==> config.mk <==
export PLATFORM = sky130hd
export DESIGN_NAME = mmuw_top
export DESIGN_NICKNAME = d
export VERILOG_FILES = /design/src/mmuw_pkg.sv /design/src/mmuw_tlb.sv /design/src/mmuw_top.sv /design/src/mmuw_walk.sv
export SDC_FILE = /design/constraint.sdc
export NUM_CORES = 2
export LEC_CHECK = 0
export BUFFER_PORTS_ARGS = -buffer_cell sky130_fd_sc_hd__buf_4
export CAP_MARGIN = 20
export CORE_ASPECT_RATIO = 0.75
export CORE_MARGIN = 5
export CORE_UTILIZATION = 40
export DETAILED_ROUTE_END_ITERATION = 10
export PLACE_DENSITY = 0.65
export SETUP_SLACK_MARGIN = 0.15
export SLEW_MARGIN = 15
export SYNTH_ARGS = -nofsm -noshare
export SYNTH_HDL_FRONTEND = slang
export SYNTH_HIERARCHICAL = 1
export SYNTH_SLANG_ARGS = --single-unit
==> constraint.sdc <==
create_clock -name MCLK -period 15.51 [get_ports MCLK]
set_input_delay 2.3265 -clock MCLK [delete_from_list [all_inputs] [get_ports MCLK]]
set_output_delay 2.3265 -clock MCLK [all_outputs]
set_load 0.005 [all_outputs]
==> src/mmuw_pkg.sv <==
// shared constants, types and helpers for the level one translation walk
package mmuw_pkg;
   // register numbers carried by the coprocessor transfers
   localparam logic [3:0] REG_CONTROL = 4'h1;
   localparam logic [3:0] REG_TABLE_BASE = 4'h2;
   localparam logic [3:0] REG_DOMAIN = 4'h3;
   localparam logic [3:0] REG_FAULT = 4'h5;
   localparam logic [3:0] REG_FAULT_ADDR = 4'h6;
   // control word bit positions
   localparam int CTL_MMU_BIT = 0;
   localparam int CTL_CACHE_BIT = 2;
   localparam int CTL_WBUF_BIT = 3;
   localparam int CTL_SYS_BIT = 8;
   localparam int CTL_ROM_BIT = 9;
   // values after reset
   localparam logic [31:0] CONTROL_RESET = 32'h0000_0000;
   localparam logic [31:0] TABLE_BASE_RESET = 32'h0000_0000;
   localparam logic [31:0] DOMAIN_RESET = 32'h0000_0000;
   localparam logic [7:0] FAULT_RESET = 8'h00;
   localparam logic [31:0] FAULT_ADDR_RESET = 32'h0000_0000;
   // table base alignment and descriptor field positions
   localparam int TB_LOW_BITS = 14;
   localparam int SEC_LSB = 20;
   localparam int PT_BASE_LSB = 10;
   localparam int PERM_LSB = 10;
   localparam int DOM_LSB = 5;
   localparam int BUF_BIT = 2;
   localparam int CACHE_BIT = 3;
   // descriptor type codes in bits 1:0
   localparam logic [1:0] DESC_INVALID = 2'h0;
   localparam logic [1:0] DESC_PAGE = 2'h1;
   localparam logic [1:0] DESC_SECTION = 2'h2;
   localparam logic [1:0] DESC_RESERVED = 2'h3;
   // fault status codes
   localparam logic [3:0] FS_TRANS_SECTION = 4'h5;
   localparam logic [3:0] FS_DOMAIN_SECTION = 4'h9;
   localparam logic [3:0] FS_PERM_SECTION = 4'hd;
   // domain field codes
   localparam logic [1:0] DOM_CLIENT = 2'h1;
   localparam logic [1:0] DOM_MANAGER = 2'h3;
   // translation buffer size
   localparam int TLB_ENTRIES = 64;
   localparam int TLB_IDX_W = 6;

   typedef enum logic [1:0] {WALK_FAULT, WALK_SECTION, WALK_PAGE} mmuw_res_t;

   // permission code check, with the system and rom control bits
   function automatic logic mmuw_perm_ok(input logic [1:0] code,
      input logic s, input logic r, input logic user, input logic wr);
      logic ok;
      ok = 1'b0;
      case (code)
         2'h3: ok = 1'b1;
         2'h2: ok = !user || !wr;
         2'h1: ok = !user;
         default: ok = !wr && ((s && !r && !user) || (!s && r));
      endcase
      return ok;
   endfunction
endpackage

==> src/mmuw_tlb.sv <==
// translation buffer of section entries with round-robin refill
`timescale 1ns/1ps
module mmuw_tlb
(
   input wire logic clk,
   input wire logic rst_n,
   input wire logic [11:0] look_tag,
   output logic hit,
   output logic [31:0] hit_desc,
   input wire logic fill,
   input wire logic [11:0] fill_tag,
   input wire logic [31:0] fill_desc,
   input wire logic flush_all,
   input wire logic purge,
   input wire logic [11:0] purge_tag
);
   import mmuw_pkg::*;

   logic [TLB_ENTRIES-1:0] valid_q;
   logic [11:0] tag_q [TLB_ENTRIES];
   logic [31:0] desc_q [TLB_ENTRIES];
   logic [TLB_IDX_W-1:0] rr_q;

   function automatic logic [TLB_IDX_W:0] find(input logic [11:0] t);
      logic [TLB_IDX_W:0] res;
      res = '0;
      for (int i = 0; i < TLB_ENTRIES; i++)
         if (valid_q[i] && tag_q[i] == t)
            res = {1'b1, TLB_IDX_W'(i)};
      return res;
   endfunction

   logic [TLB_IDX_W:0] look_r;
   logic [TLB_IDX_W:0] purge_r;
   assign look_r = find(look_tag);
   assign purge_r = find(purge_tag);
   assign hit = look_r[TLB_IDX_W];
   assign hit_desc = desc_q[look_r[TLB_IDX_W-1:0]];

   // a flush in the same cycle as a fill leaves the buffer empty
   always_ff @(posedge clk or negedge rst_n)
   begin
      if (!rst_n)
         valid_q <= '0;
      else if (flush_all)
         valid_q <= '0;
      else
      begin
         if (purge && purge_r[TLB_IDX_W])
            valid_q[purge_r[TLB_IDX_W-1:0]] <= 1'b0;
         if (fill)
            valid_q[rr_q] <= 1'b1;
      end
   end

   always_ff @(posedge clk)
   begin
      if (fill)
      begin
         tag_q[rr_q] <= fill_tag;
         desc_q[rr_q] <= fill_desc;
      end
   end

   always_ff @(posedge clk or negedge rst_n)
   begin
      if (!rst_n)
         rr_q <= '0;
      else if (fill)
         rr_q <= rr_q + 1'b1;
   end
endmodule

==> src/mmuw_top.sv <==
// memory management unit registers and level one translation walk
//
// Contract
// every control and status register is a 32-bit word
// software uses coprocessor transfers only, never reserved numbers
// table base keeps its low 14 bits zero, 16-Kbyte aligned
// domain rights hold sixteen 2-bit fields, one per domain
// fault cause holds domain in 7:4, type in 3:1, origin bit 0
// any write to the fault cause number flushes the whole buffer
// fault address captures the virtual address of the faulting access
// write to fault address number purges the matching buffer entry
// fault registers change only on data faults, never on prefetch
// a walk starts only when the buffer misses
// level one address is base bits 31:14 with address bits 31:20
// sections finish after level one; pages need a level two fetch
// descriptor code 00 invalid, 01 page table, 10 section, 11 reserved
// page table base is descriptor bits 31:10, then level two begins
// descriptor bits 8:5 select the governing domain field
// software writes zeros and a one in the fixed descriptor bits
// section bits 3:2 give cacheable and bufferable, gated by enables
// permission code in bits 11:10 applies only to client domains
// section physical address takes bits 31:20 from the descriptor
// refill victim steps round-robin through the buffer
// while the unit is off addresses pass through untranslated
// code 11 allows all; code 01 allows supervisor only
// reserved descriptor code raises a section translation fault
// descriptor fetches are single uncached, unbuffered word reads
`timescale 1ns/1ps
module mmuw_top
(
   input wire logic MCLK,
   input wire logic RSTN,
   input wire logic CP_WR,
   input wire logic CP_RD,
   input wire logic [3:0] CP_REG,
   input wire logic [31:0] CP_WDATA,
   output logic [31:0] CP_RDATA,
   output logic CP_ACK,
   output logic CP_UNDEF,
   input wire logic REQ,
   input wire logic [31:0] VA,
   input wire logic REQ_WRITE,
   input wire logic REQ_USER,
   input wire logic REQ_DATA,
   output logic DONE,
   output logic ABORT,
   output logic [31:0] PA,
   output logic PA_CACHEABLE,
   output logic PA_BUFFERABLE,
   output logic L2_START,
   output logic [21:0] L2_BASE,
   output logic [3:0] L2_DOMAIN,
   output logic [31:0] L2_VA,
   output logic MEM_REQ,
   output logic [31:0] MEM_ADDR,
   output logic MEM_BYPASS,
   input wire logic MEM_ACK,
   input wire logic [31:0] MEM_RDATA
);
   import mmuw_pkg::*;

   typedef enum logic [1:0] {ST_IDLE, ST_LOOK, ST_WALK} mmuw_state_t;

   // the access is latched at acceptance and held for the whole walk
   mmuw_state_t state_q;
   logic [31:0] control_q;
   logic [31:0] table_base_q;
   logic [31:0] domain_q;
   logic [7:0] fault_q;
   logic [31:0] fault_addr_q;
   logic [31:0] va_q;
   logic write_q;
   logic user_q;
   logic data_q;
   logic tlb_hit;
   logic [31:0] tlb_desc;
   logic walk_start;
   logic walk_done;
   mmuw_res_t walk_res;
   logic [31:0] walk_desc;
   logic tlb_fill;
   logic tlb_flush;
   logic tlb_purge;
   logic mmu_on;
   logic [1:0] dom_code;
   logic perm_ok;
   logic fault_now;
   logic [3:0] fault_code;
   logic [3:0] fault_dom;

   // with the enable bit clear a request never leaves idle
   assign mmu_on = control_q[CTL_MMU_BIT];

   // register writes; reads of write-only words trap as undefined
   function automatic logic reg_known(input logic [3:0] n, input logic wr);
      logic k;
      k = 1'b0;
      case (n)
         REG_CONTROL, REG_TABLE_BASE, REG_DOMAIN: k = 1'b1;
         REG_FAULT, REG_FAULT_ADDR: k = 1'b1;
         default: k = 1'b0;
      endcase
      return k && (wr || n >= REG_FAULT);
   endfunction

   always_ff @(posedge MCLK or negedge RSTN)
   begin
      if (!RSTN)
      begin
         control_q <= CONTROL_RESET;
         table_base_q <= TABLE_BASE_RESET;
         domain_q <= DOMAIN_RESET;
      end
      else if (CP_WR)
      begin
         case (CP_REG)
            REG_CONTROL: control_q <= CP_WDATA;
            REG_TABLE_BASE:
               table_base_q <= {CP_WDATA[31:TB_LOW_BITS],
                  TB_LOW_BITS'(0)};
            REG_DOMAIN: domain_q <= CP_WDATA;
            default: ;
         endcase
      end
   end

   // flush and purge act on the buffer in the cycle of the write
   assign tlb_flush = CP_WR && CP_REG == REG_FAULT;
   assign tlb_purge = CP_WR && CP_REG == REG_FAULT_ADDR;

   always_ff @(posedge MCLK or negedge RSTN)
   begin
      if (!RSTN)
      begin
         CP_RDATA <= '0;
         CP_ACK <= 1'b0;
         CP_UNDEF <= 1'b0;
      end
      else
      begin
         CP_ACK <= (CP_WR || CP_RD) && reg_known(CP_REG, CP_WR);
         // reserved numbers trap rather than act
         CP_UNDEF <= (CP_WR || CP_RD) && !reg_known(CP_REG, CP_WR);
         if (CP_RD && CP_REG == REG_FAULT)
            CP_RDATA <= {24'h0, fault_q};
         else if (CP_RD && CP_REG == REG_FAULT_ADDR)
            CP_RDATA <= fault_addr_q;
         else if (CP_RD)
            CP_RDATA <= '0;
      end
   end

   // lookups use the latched address so the answer cannot follow VA
   // purge compares only the section bits of the written word
   mmuw_tlb mmuw_tlb_inst
   (
      .clk(MCLK),
      .rst_n(RSTN),
      .look_tag(va_q[31:SEC_LSB]),
      .hit(tlb_hit),
      .hit_desc(tlb_desc),
      .fill(tlb_fill),
      .fill_tag(va_q[31:SEC_LSB]),
      .fill_desc(walk_desc),
      .flush_all(tlb_flush),
      .purge(tlb_purge),
      .purge_tag(CP_WDATA[31:SEC_LSB])
   );

   // one descriptor read at a time; start is ignored while a read waits
   mmuw_walk mmuw_walk_inst
   (
      .clk(MCLK),
      .rst_n(RSTN),
      .start(walk_start),
      .table_base(table_base_q),
      .va(va_q),
      .mem_req_q(MEM_REQ),
      .mem_addr_q(MEM_ADDR),
      .mem_ack(MEM_ACK),
      .mem_rdata(MEM_RDATA),
      .done_q(walk_done),
      .res_q(walk_res),
      .desc_q(walk_desc)
   );

   // descriptor fetches never go through the cache or write buffer
   always_ff @(posedge MCLK or negedge RSTN)
   begin
      if (!RSTN)
         MEM_BYPASS <= 1'b0;
      else
         MEM_BYPASS <= walk_start || (MEM_REQ && !MEM_ACK);
   end

   // buffer hit checks: domain field, then permission code
   assign dom_code = domain_q[2*tlb_desc[DOM_LSB +: 4] +: 2];
   assign perm_ok = mmuw_perm_ok(tlb_desc[PERM_LSB +: 2],
      control_q[CTL_SYS_BIT], control_q[CTL_ROM_BIT],
      user_q, write_q);

   // a miss launches the walk; a hit never does
   assign walk_start = state_q == ST_LOOK && !tlb_hit;
   // only a section result is cached, then looked up again
   assign tlb_fill = state_q == ST_WALK && walk_done
      && walk_res == WALK_SECTION;

   // fault priority: translation first, then domain, then permission
   always_comb
   begin
      fault_now = 1'b0;
      fault_code = FS_TRANS_SECTION;
      fault_dom = tlb_desc[DOM_LSB +: 4];
      if (state_q == ST_WALK && walk_done && walk_res == WALK_FAULT)
      begin
         // invalid and reserved codes both end here
         fault_now = 1'b1;
         fault_dom = walk_desc[DOM_LSB +: 4];
      end
      else if (state_q == ST_LOOK && tlb_hit)
      begin
         if (dom_code != DOM_CLIENT && dom_code != DOM_MANAGER)
         begin
            fault_now = 1'b1;
            fault_code = FS_DOMAIN_SECTION;
         end
         else if (dom_code == DOM_CLIENT && !perm_ok)
         begin
            fault_now = 1'b1;
            fault_code = FS_PERM_SECTION;
         end
      end
   end

   always_ff @(posedge MCLK or negedge RSTN)
   begin
      if (!RSTN)
      begin
         state_q <= ST_IDLE;
         va_q <= '0;
         write_q <= 1'b0;
         user_q <= 1'b0;
         data_q <= 1'b0;
      end
      else
      begin
         // a refill goes back to lookup so hit checks live in one place
         // trade-off: one extra cycle per section miss, but no second check path
         case (state_q)
            ST_IDLE:
               if (REQ && mmu_on)
               begin
                  state_q <= ST_LOOK;
                  va_q <= VA;
                  write_q <= REQ_WRITE;
                  user_q <= REQ_USER;
                  data_q <= REQ_DATA;
               end
            ST_LOOK:
               if (tlb_hit)
                  state_q <= ST_IDLE;
               else
                  state_q <= ST_WALK;
            ST_WALK:
               if (walk_done && walk_res == WALK_SECTION)
                  state_q <= ST_LOOK;
               else if (walk_done)
                  state_q <= ST_IDLE;
            default: state_q <= ST_IDLE;
         endcase
      end
   end

   // answers to the core: pass-through, translated or aborted
   always_ff @(posedge MCLK or negedge RSTN)
   begin
      if (!RSTN)
      begin
         DONE <= 1'b0;
         ABORT <= 1'b0;
         PA <= '0;
         PA_CACHEABLE <= 1'b0;
         PA_BUFFERABLE <= 1'b0;
      end
      else
      begin
         DONE <= 1'b0;
         ABORT <= fault_now;
         if (state_q == ST_IDLE && REQ && !mmu_on)
         begin
            DONE <= 1'b1;
            PA <= VA;
            PA_CACHEABLE <= 1'b0;
            PA_BUFFERABLE <= 1'b0;
         end
         else if (state_q == ST_LOOK && tlb_hit && !fault_now)
         begin
            DONE <= 1'b1;
            // section frame on top, offset from the virtual address
            PA <= {tlb_desc[31:SEC_LSB], va_q[SEC_LSB-1:0]};
            PA_CACHEABLE <= tlb_desc[CACHE_BIT]
               && control_q[CTL_CACHE_BIT];
            PA_BUFFERABLE <= tlb_desc[BUF_BIT]
               && control_q[CTL_WBUF_BIT];
         end
      end
   end

   // page table results go to the level two stage
   // no answer to the core here; the level two stage owns the reply
   always_ff @(posedge MCLK or negedge RSTN)
   begin
      if (!RSTN)
      begin
         L2_START <= 1'b0;
         L2_BASE <= '0;
         L2_DOMAIN <= '0;
         L2_VA <= '0;
      end
      else
      begin
         L2_START <= state_q == ST_WALK && walk_done
            && walk_res == WALK_PAGE;
         if (state_q == ST_WALK && walk_done && walk_res == WALK_PAGE)
         begin
            L2_BASE <= walk_desc[31:PT_BASE_LSB];
            L2_DOMAIN <= walk_desc[DOM_LSB +: 4];
            L2_VA <= va_q;
         end
      end
   end

   // prefetch faults abort but leave the recorded fault alone
   // the origin bit rides in the low bit of every fault code
   always_ff @(posedge MCLK or negedge RSTN)
   begin
      if (!RSTN)
      begin
         fault_q <= FAULT_RESET;
         fault_addr_q <= FAULT_ADDR_RESET;
      end
      else if (fault_now && data_q)
      begin
         fault_q <= {fault_dom, fault_code};
         fault_addr_q <= va_q;
      end
   end
endmodule

==> src/mmuw_walk.sv <==
// level one descriptor fetch and decode
`timescale 1ns/1ps
module mmuw_walk
(
   input wire logic clk,
   input wire logic rst_n,
   input wire logic start,
   input wire logic [31:0] table_base,
   input wire logic [31:0] va,
   output logic mem_req_q,
   output logic [31:0] mem_addr_q,
   input wire logic mem_ack,
   input wire logic [31:0] mem_rdata,
   output logic done_q,
   output mmuw_pkg::mmuw_res_t res_q,
   output logic [31:0] desc_q
);
   import mmuw_pkg::*;

   always_ff @(posedge clk or negedge rst_n)
   begin
      if (!rst_n)
      begin
         mem_req_q <= 1'b0;
         mem_addr_q <= '0;
      end
      else if (start && !mem_req_q)
      begin
         mem_req_q <= 1'b1;
         // word address of the level one entry, low two bits zero
         mem_addr_q <= {table_base[31:TB_LOW_BITS], va[31:SEC_LSB],
            2'h0};
      end
      else if (mem_ack)
         mem_req_q <= 1'b0;
   end

   always_ff @(posedge clk or negedge rst_n)
   begin
      if (!rst_n)
      begin
         done_q <= 1'b0;
         res_q <= WALK_FAULT;
         desc_q <= '0;
      end
      else
      begin
         done_q <= mem_req_q && mem_ack;
         if (mem_req_q && mem_ack)
         begin
            desc_q <= mem_rdata;
            case (mem_rdata[1:0])
               DESC_PAGE: res_q <= WALK_PAGE;
               DESC_SECTION: res_q <= WALK_SECTION;
               DESC_RESERVED: res_q <= WALK_FAULT;
               default: res_q <= WALK_FAULT;
            endcase
         end
      end
   end
endmodule
## After elaboration in Yosys (flattened, before gate mapping)

Memories as Yosys holds them, arrays and structs flattened.
Cells that the tools add are included.

| word-level totals | value |
|---|---|
| flip-flop bits (word level) | 403 |
| bits of input ports | 109 |
| memory bits (writable) | 2,816 |
| word-level logic and storage cells | 545 |
| output and inout port bits | 163 |
| memories kept | 2 |

Memories:

| name | words | bits a word | read ports | clocked after Yosys merged registers in | write ports | line | source |
|---|---|---|---|---|---|---|---|
| mmuw_tlb_inst.desc_q | 64 | 32 | 1 | 0 | 1 | mmuw_tlb.sv:21 | `logic [31:0] desc_q [TLB_ENTRIES];` |
| mmuw_tlb_inst.tag_q | 64 | 12 | 64 | 0 | 1 | mmuw_tlb.sv:20 | `logic [11:0] tag_q [TLB_ENTRIES];` |

| operators by class | value |
|---|---|
| $lt $le $gt $ge | 5 |
| bitwise operators | 3 |
| equal/unequal tests | 147 |
| reductions and logical operators | 188 |
| $add $sub $neg | 1 |
| shift operators | 1 |
| multiplexer cells | 168 |

Operator list:

| kind | count |
|---|---|
| 12-bit equality test | 128 |
| 7-bit 2-to-1 mux | 128 |
| 64-bit 2-to-1 mux | 4 |
| 1-bit logical AND | 161 |
| 32-bit 2-to-1 mux | 5 |
| 64-bit AND | 1 |
| 64-bit inverter | 1 |
| 64-bit bitwise OR | 1 |
| 32-bit by 6-bit indexed part select with 2-bit output | 1 |
| 4-bit 2-to-1 mux | 5 |
| 1-bit 2-to-1 mux | 17 |
| 6-bit by 7-bit < comparator with 1-bit output, second input constant | 2 |
| 1-bit demux with 6-bit select | 2 |
| 6-bit by 1-bit greater-or-equal comparator with 1-bit output, second input constant | 2 |
| 1-bit zero test | 11 |
| 2-bit by 1-bit equality test with 1-bit output, second input constant | 5 |
| 2-bit equality test, second input constant | 5 |
| 2-bit AND reduction | 5 |
| 4-bit by 2-bit equality test with 1-bit output, second input constant | 2 |
| 4-bit by 3-bit equality test with 1-bit output, second input constant | 2 |
| 2-bit 2-to-1 mux | 4 |
| 6-bit by 1-bit adder with 6-bit output, second input constant | 1 |
| 2-bit one-hot mux with 3 select lines | 1 |
| 1-bit logical OR | 5 |
| other kinds (11) | 14 |

## Longest topological paths before layout

An unclocked memory read counts as a cell.

| depth | value |
|---|---|
| depth in word-level cells | 80 |
| mapped depth | 33 |
| depth with buffers taken out | 20 |

## Modules after synthesis

The synthesis kept the hierarchy.

By module, submodules not included:

| module | cells each | area an instance (sq um) | times used | seq. area each (sq um) |
|---|---|---|---|---|
| mmuw_tlb | 10,013 | 131,265.9 | 1 | 86,312.8 |
| mmuw_top | 892 | 10,547.6 | 1 | 6,531.3 |
| mmuw_walk | 145 | 2,457.4 | 1 | 1,651.6 |

## Least setup slack after synthesis

Ideal clock, no wire load.

| path | value |
|---|---|
| kind | flip-flop to flip-flop |
| start point | register va_q[20] |
| end point | register fault_addr_q[21] |
| cell stages (with the launch flop) | 30 |
| library setup time | 0.129 ns |
| data arrival time | 7.119 ns |
| buffers on the path | 12 |
| data required time | 15.381 ns |
| clock period less this slack | 7.248 ns |
| setup slack | 8.262 ns |
| path through | dfrtp_1 buf_4 buf_4 buf_4 xnor2_1 nand3_1 nor4_1 a211oi_1 a21boi_1 nor4_2 or2_1 buf_2 a21oi_2 buf_2 buf_2 buf_2 buf_2 buf_1 mux2i_1 o22ai_1 a2111oi_0 nand2_1 buf_6 mux4_2 mux4_2 o31a_1 a21oi_2 buf_6 buf_6 mux2_1 |

| between the ends | value |
|---|---|
| elaborated cells between the ends (all ways) | 210 |
| those cells by class | eq/ne (70); shift (1); mux (69); reduce/logical (69); memory (1) |

RTL lines:

| element | line | source |
|---|---|---|
| from (decl) | mmuw_top.sv:71 | `logic [31:0] va_q;` |
| from (signal assigned) | mmuw_top.sv:240 | `va_q <= '0;` |
| from (signal assigned) | mmuw_top.sv:254 | `va_q <= VA;` |
| 12-bit equality test | mmuw_tlb.sv:28 | `if (valid_q[i] && tag_q[i] == t)` |
| 1-bit logical AND | mmuw_tlb.sv:28 |  |
| 7-bit 2-to-1 mux (62 in series) | mmuw_tlb.sv:28 |  |
| 7-bit 2-to-1 mux * | mmuw_tlb.sv:28 |  |
| memory read 64 x 32 bit * | - |  |
| named net tlb_desc[5] | mmuw_top.sv:76 | `logic [31:0] tlb_desc;` |
| 32-bit by 6-bit indexed part select with 2-bit output * | mmuw_top.sv:197 | `assign dom_code = domain_q[2*tlb_desc[DOM_LSB +: 4] +: 2];` |
| 2-bit by 1-bit equality test with 1-bit output | mmuw_top.sv:227 | `else if (dom_code == DOM_CLIENT && !perm_ok)` |
| 1-bit logical AND | mmuw_top.sv:227 |  |
| 1-bit 2-to-1 mux | mmuw_top.sv:227 |  |
| 1-bit 2-to-1 mux * | mmuw_top.sv:222 | `if (dom_code != DOM_CLIENT && dom_code != DOM_MANAGER)` |
| 1-bit 2-to-1 mux * | mmuw_top.sv:220 | `else if (state_q == ST_LOOK && tlb_hit)` |
| 1-bit 2-to-1 mux * | mmuw_top.sv:214 | `if (state_q == ST_WALK && walk_done && walk_res == WALK_FAULT)` |
| 1-bit logical AND * | mmuw_top.sv:342 | `else if (fault_now && data_q)` |
| to (signal assigned) | mmuw_top.sv:345 | `fault_addr_q <= va_q;` |
| to (decl) | mmuw_top.sv:70 | `logic [31:0] fault_addr_q;` |

Mark *: on every way through the listed nets, which the timed path passes. The rest lies on a longest branch.
A chain may end at the register's enable or synchronous reset.

## Worst setup path after layout

| path | value |
|---|---|
| start point | register va_q[30] |
| end point | register fault_addr_q[16] |

Same word-level chain as after synthesis.

==> impl_metrics.json <==
{
  "outcome": "finished, final reports clean",
  "timing.max_cap.violations": 0,
  "max_freq_ghz": 0.0874,
  "slew_viol_final": 0,
  "timing.critical_path.arrival_ps": 12240,
  "cts_resized": 0,
  "clk_latency_ps": 940,
  "number_of_nets_in_the_layout": 9250,
  "critPathBufInv": 6,
  "routed_via_density": 6.21,
  "post-route-period-util_pct": 73.8,
  "globalplace.congestion": 0.964,
  "syn_area_per_cell_um2": 12.6,
  "post-layout-total-power_w": 0.0185,
  "setup-violations-final": 0,
  "crit_path_max_incr_delay_ps": 1060,
  "power.density_cell_area_mw_per_mm2": 144,
  "critical_path.most_common_cell": "buf_4",
  "clk_pin_slew_ps": 60,
  "area_of_the_die_mm2": 0.296,
  "critPathTopFamily": "compound AO/OA/AOI/OAI gates",
  "period_needed_ps": 11450,
  "critical_path.endpoint_type": "flip-flop",
  "grt_first_pass_wirelength_mm": 569,
  "drt-pass1-iter-count": 6,
  "drt.antenna.violating_nets": 0,
  "final.setup.tns_ps": 0,
  "rsz0062_at_grt": "no",
  "clock_skew_ps": 53.8,
  "grt_antenna_before_repair": 23,
  "drive_gt1_share_pct": 13.9,
  "floorplan.initialDensity_pct": 40.3,
  "cp_required_ps": 16310,
  "portBuffers": 267,
  "grt-ovfl-total": 0,
  "post-cts-setup-buffers": 0,
  "h_tree_levels": 4,
  "cts_tree": "built",
  "die_width_um": 626,
  "cts_hold_buf": 0,
  "fill_cells": 25000,
  "vias": 81400,
  "setup.worst_path.class": "reg2reg",
  "grt_pass1_vias": 76700,
  "detail_route.wirelength_mm": 405,
  "count_of_endpoints_failing_hold_in_the_final_timing_report": 0,
  "layout.area.seq_mm2": 0.0714,
  "layout_commonest_cell": "edfxtp_1",
  "cp-start-kind": "flip-flop",
  "hpwl_mm": 251,
  "area.growth.synth_to_final_pct": 12.3,
  "leakagePower_nw": 41.9,
  "normalized_max_slew_margin_pct": 5.00,
  "clock_sinks": 2441,
  "core.rowCount": 169,
  "detail_route.drc_violations": 0,
  "core_region_area_mm2": 0.283,
  "worstMarginPinSlew_ps": 1420,
  "die_height_um": 472,
  "cts.root.buffer_cell": "clkbuf_16",
  "grt_max_degree": 124,
  "crit_path_top_delay_cell": "dfrtp_4",
  "peakVddDrop_uv": 105,
  "cts-root-to-sink-buffers": 4,
  "final.hold.worst_slack_ps": 467,
  "path_max_fanout": 91,
  "synth.cell_area_mm2": 0.114,
  "detail_route.iter0.violations": 13100,
  "syn-instance-count": 9053,
  "multi_input_area_mm2": 0.0394,
  "groute.usage.overall_pct": 26.3,
  "tritoncts.num_buffers": 238,
  "min_path_type": "reg2reg",
  "synth_warnings": 6,
  "layout_common_cells": "edfxtp_1 (2048), xnor2_1 (1493), nand2_1 (747)",
  "wl_per_cell_um": 30.9,
  "ports_placed_on_the_boundary": 272
}
==> per-stage QoR <==
step	utilization [%]	instances	worst slack, ps	cell area, µm²
2_1_floorplan	-	9054	8520	114000
3_3_place_gp	42.4	12700	4820	120000
3_5_place_dp	42.5	12700	4740	120000
4_1_cts	45.2	13100	4650	128000
5_1_grt	45.2	13100	4260	128000
6_report	45.2	13100	4060	128000
==> area by class of cell <==
cell class | count | share of cell area (%)
well taps | 3762 | 3.68
repair buffers | 565 | 3.56
clock buffers | 300 | 5.04
flip-flops and latches | 2441 | 55.8
multi-input cells | 5828 | 30.8
clock inverters | 133 | 0.951
diodes | 22 | 0.0430
inverters | 66 | 0.193
==> per-layer routing <==
layer / vias to the layer above / track usage (%) / routed length, µm
met1: 40900 / 37.3 / 160000
li1: 33600 / - / -
met3: 885 / 10.1 / 65100
met5: - / 0.835 / 469
met4: 14 / 9.13 / 16000
met2: 6024 / 36.6 / 164000
==> path summary, 6_finish.rpt <==
kind	start	endpoint	slack (ps)	depth (start not counted)
worst max-delay path	va_q[30]	fault_addr_q[16]	4060	25
max in group asynchronous	RSTN	L2_VA[4]	11000	4
worst min register to register	mmuw_walk_inst/desc_q[12]	L2_BASE[2]	470	2
worst max register to register	va_q[30]	fault_addr_q[16]	4060	25
min in group asynchronous	RSTN	CP_RDATA[13]	1450	1
worst min-delay path	mmuw_walk_inst/desc_q[12]	L2_BASE[2]	470	2
==> sequential cells by signal, indices dropped and copies added, names as in the netlist, 5 cells and up <==
register / flops
CP_RDATA: 32
L2_BASE: 22
L2_VA: 32
PA: 32
control_q: 5
domain_q: 32
fault_addr_q: 32
fault_q: 7
mmuw_tlb_inst/desc_q: 1280
mmuw_tlb_inst/rr_q: 6
mmuw_tlb_inst/tag_q: 768
mmuw_tlb_inst/valid_q: 64
mmuw_walk_inst/desc_q: 28
mmuw_walk_inst/mem_addr_q: 30
table_base_q: 18
va_q: 32
==> worst min-delay path, stage by stage, from the launching register on <==
cell,delay (ps)
dfrtp_1,340
nand2_1,50
nand2_1,50
==> power by group <==
part | switching, W | internal, W
registers | 0.000523 | 0.00826
logic | 0.00255 | 0.00129
clock network | 0.00256 | 0.00328
total | 0.00563 | 0.0128
(Power assumes the default switching activity.)
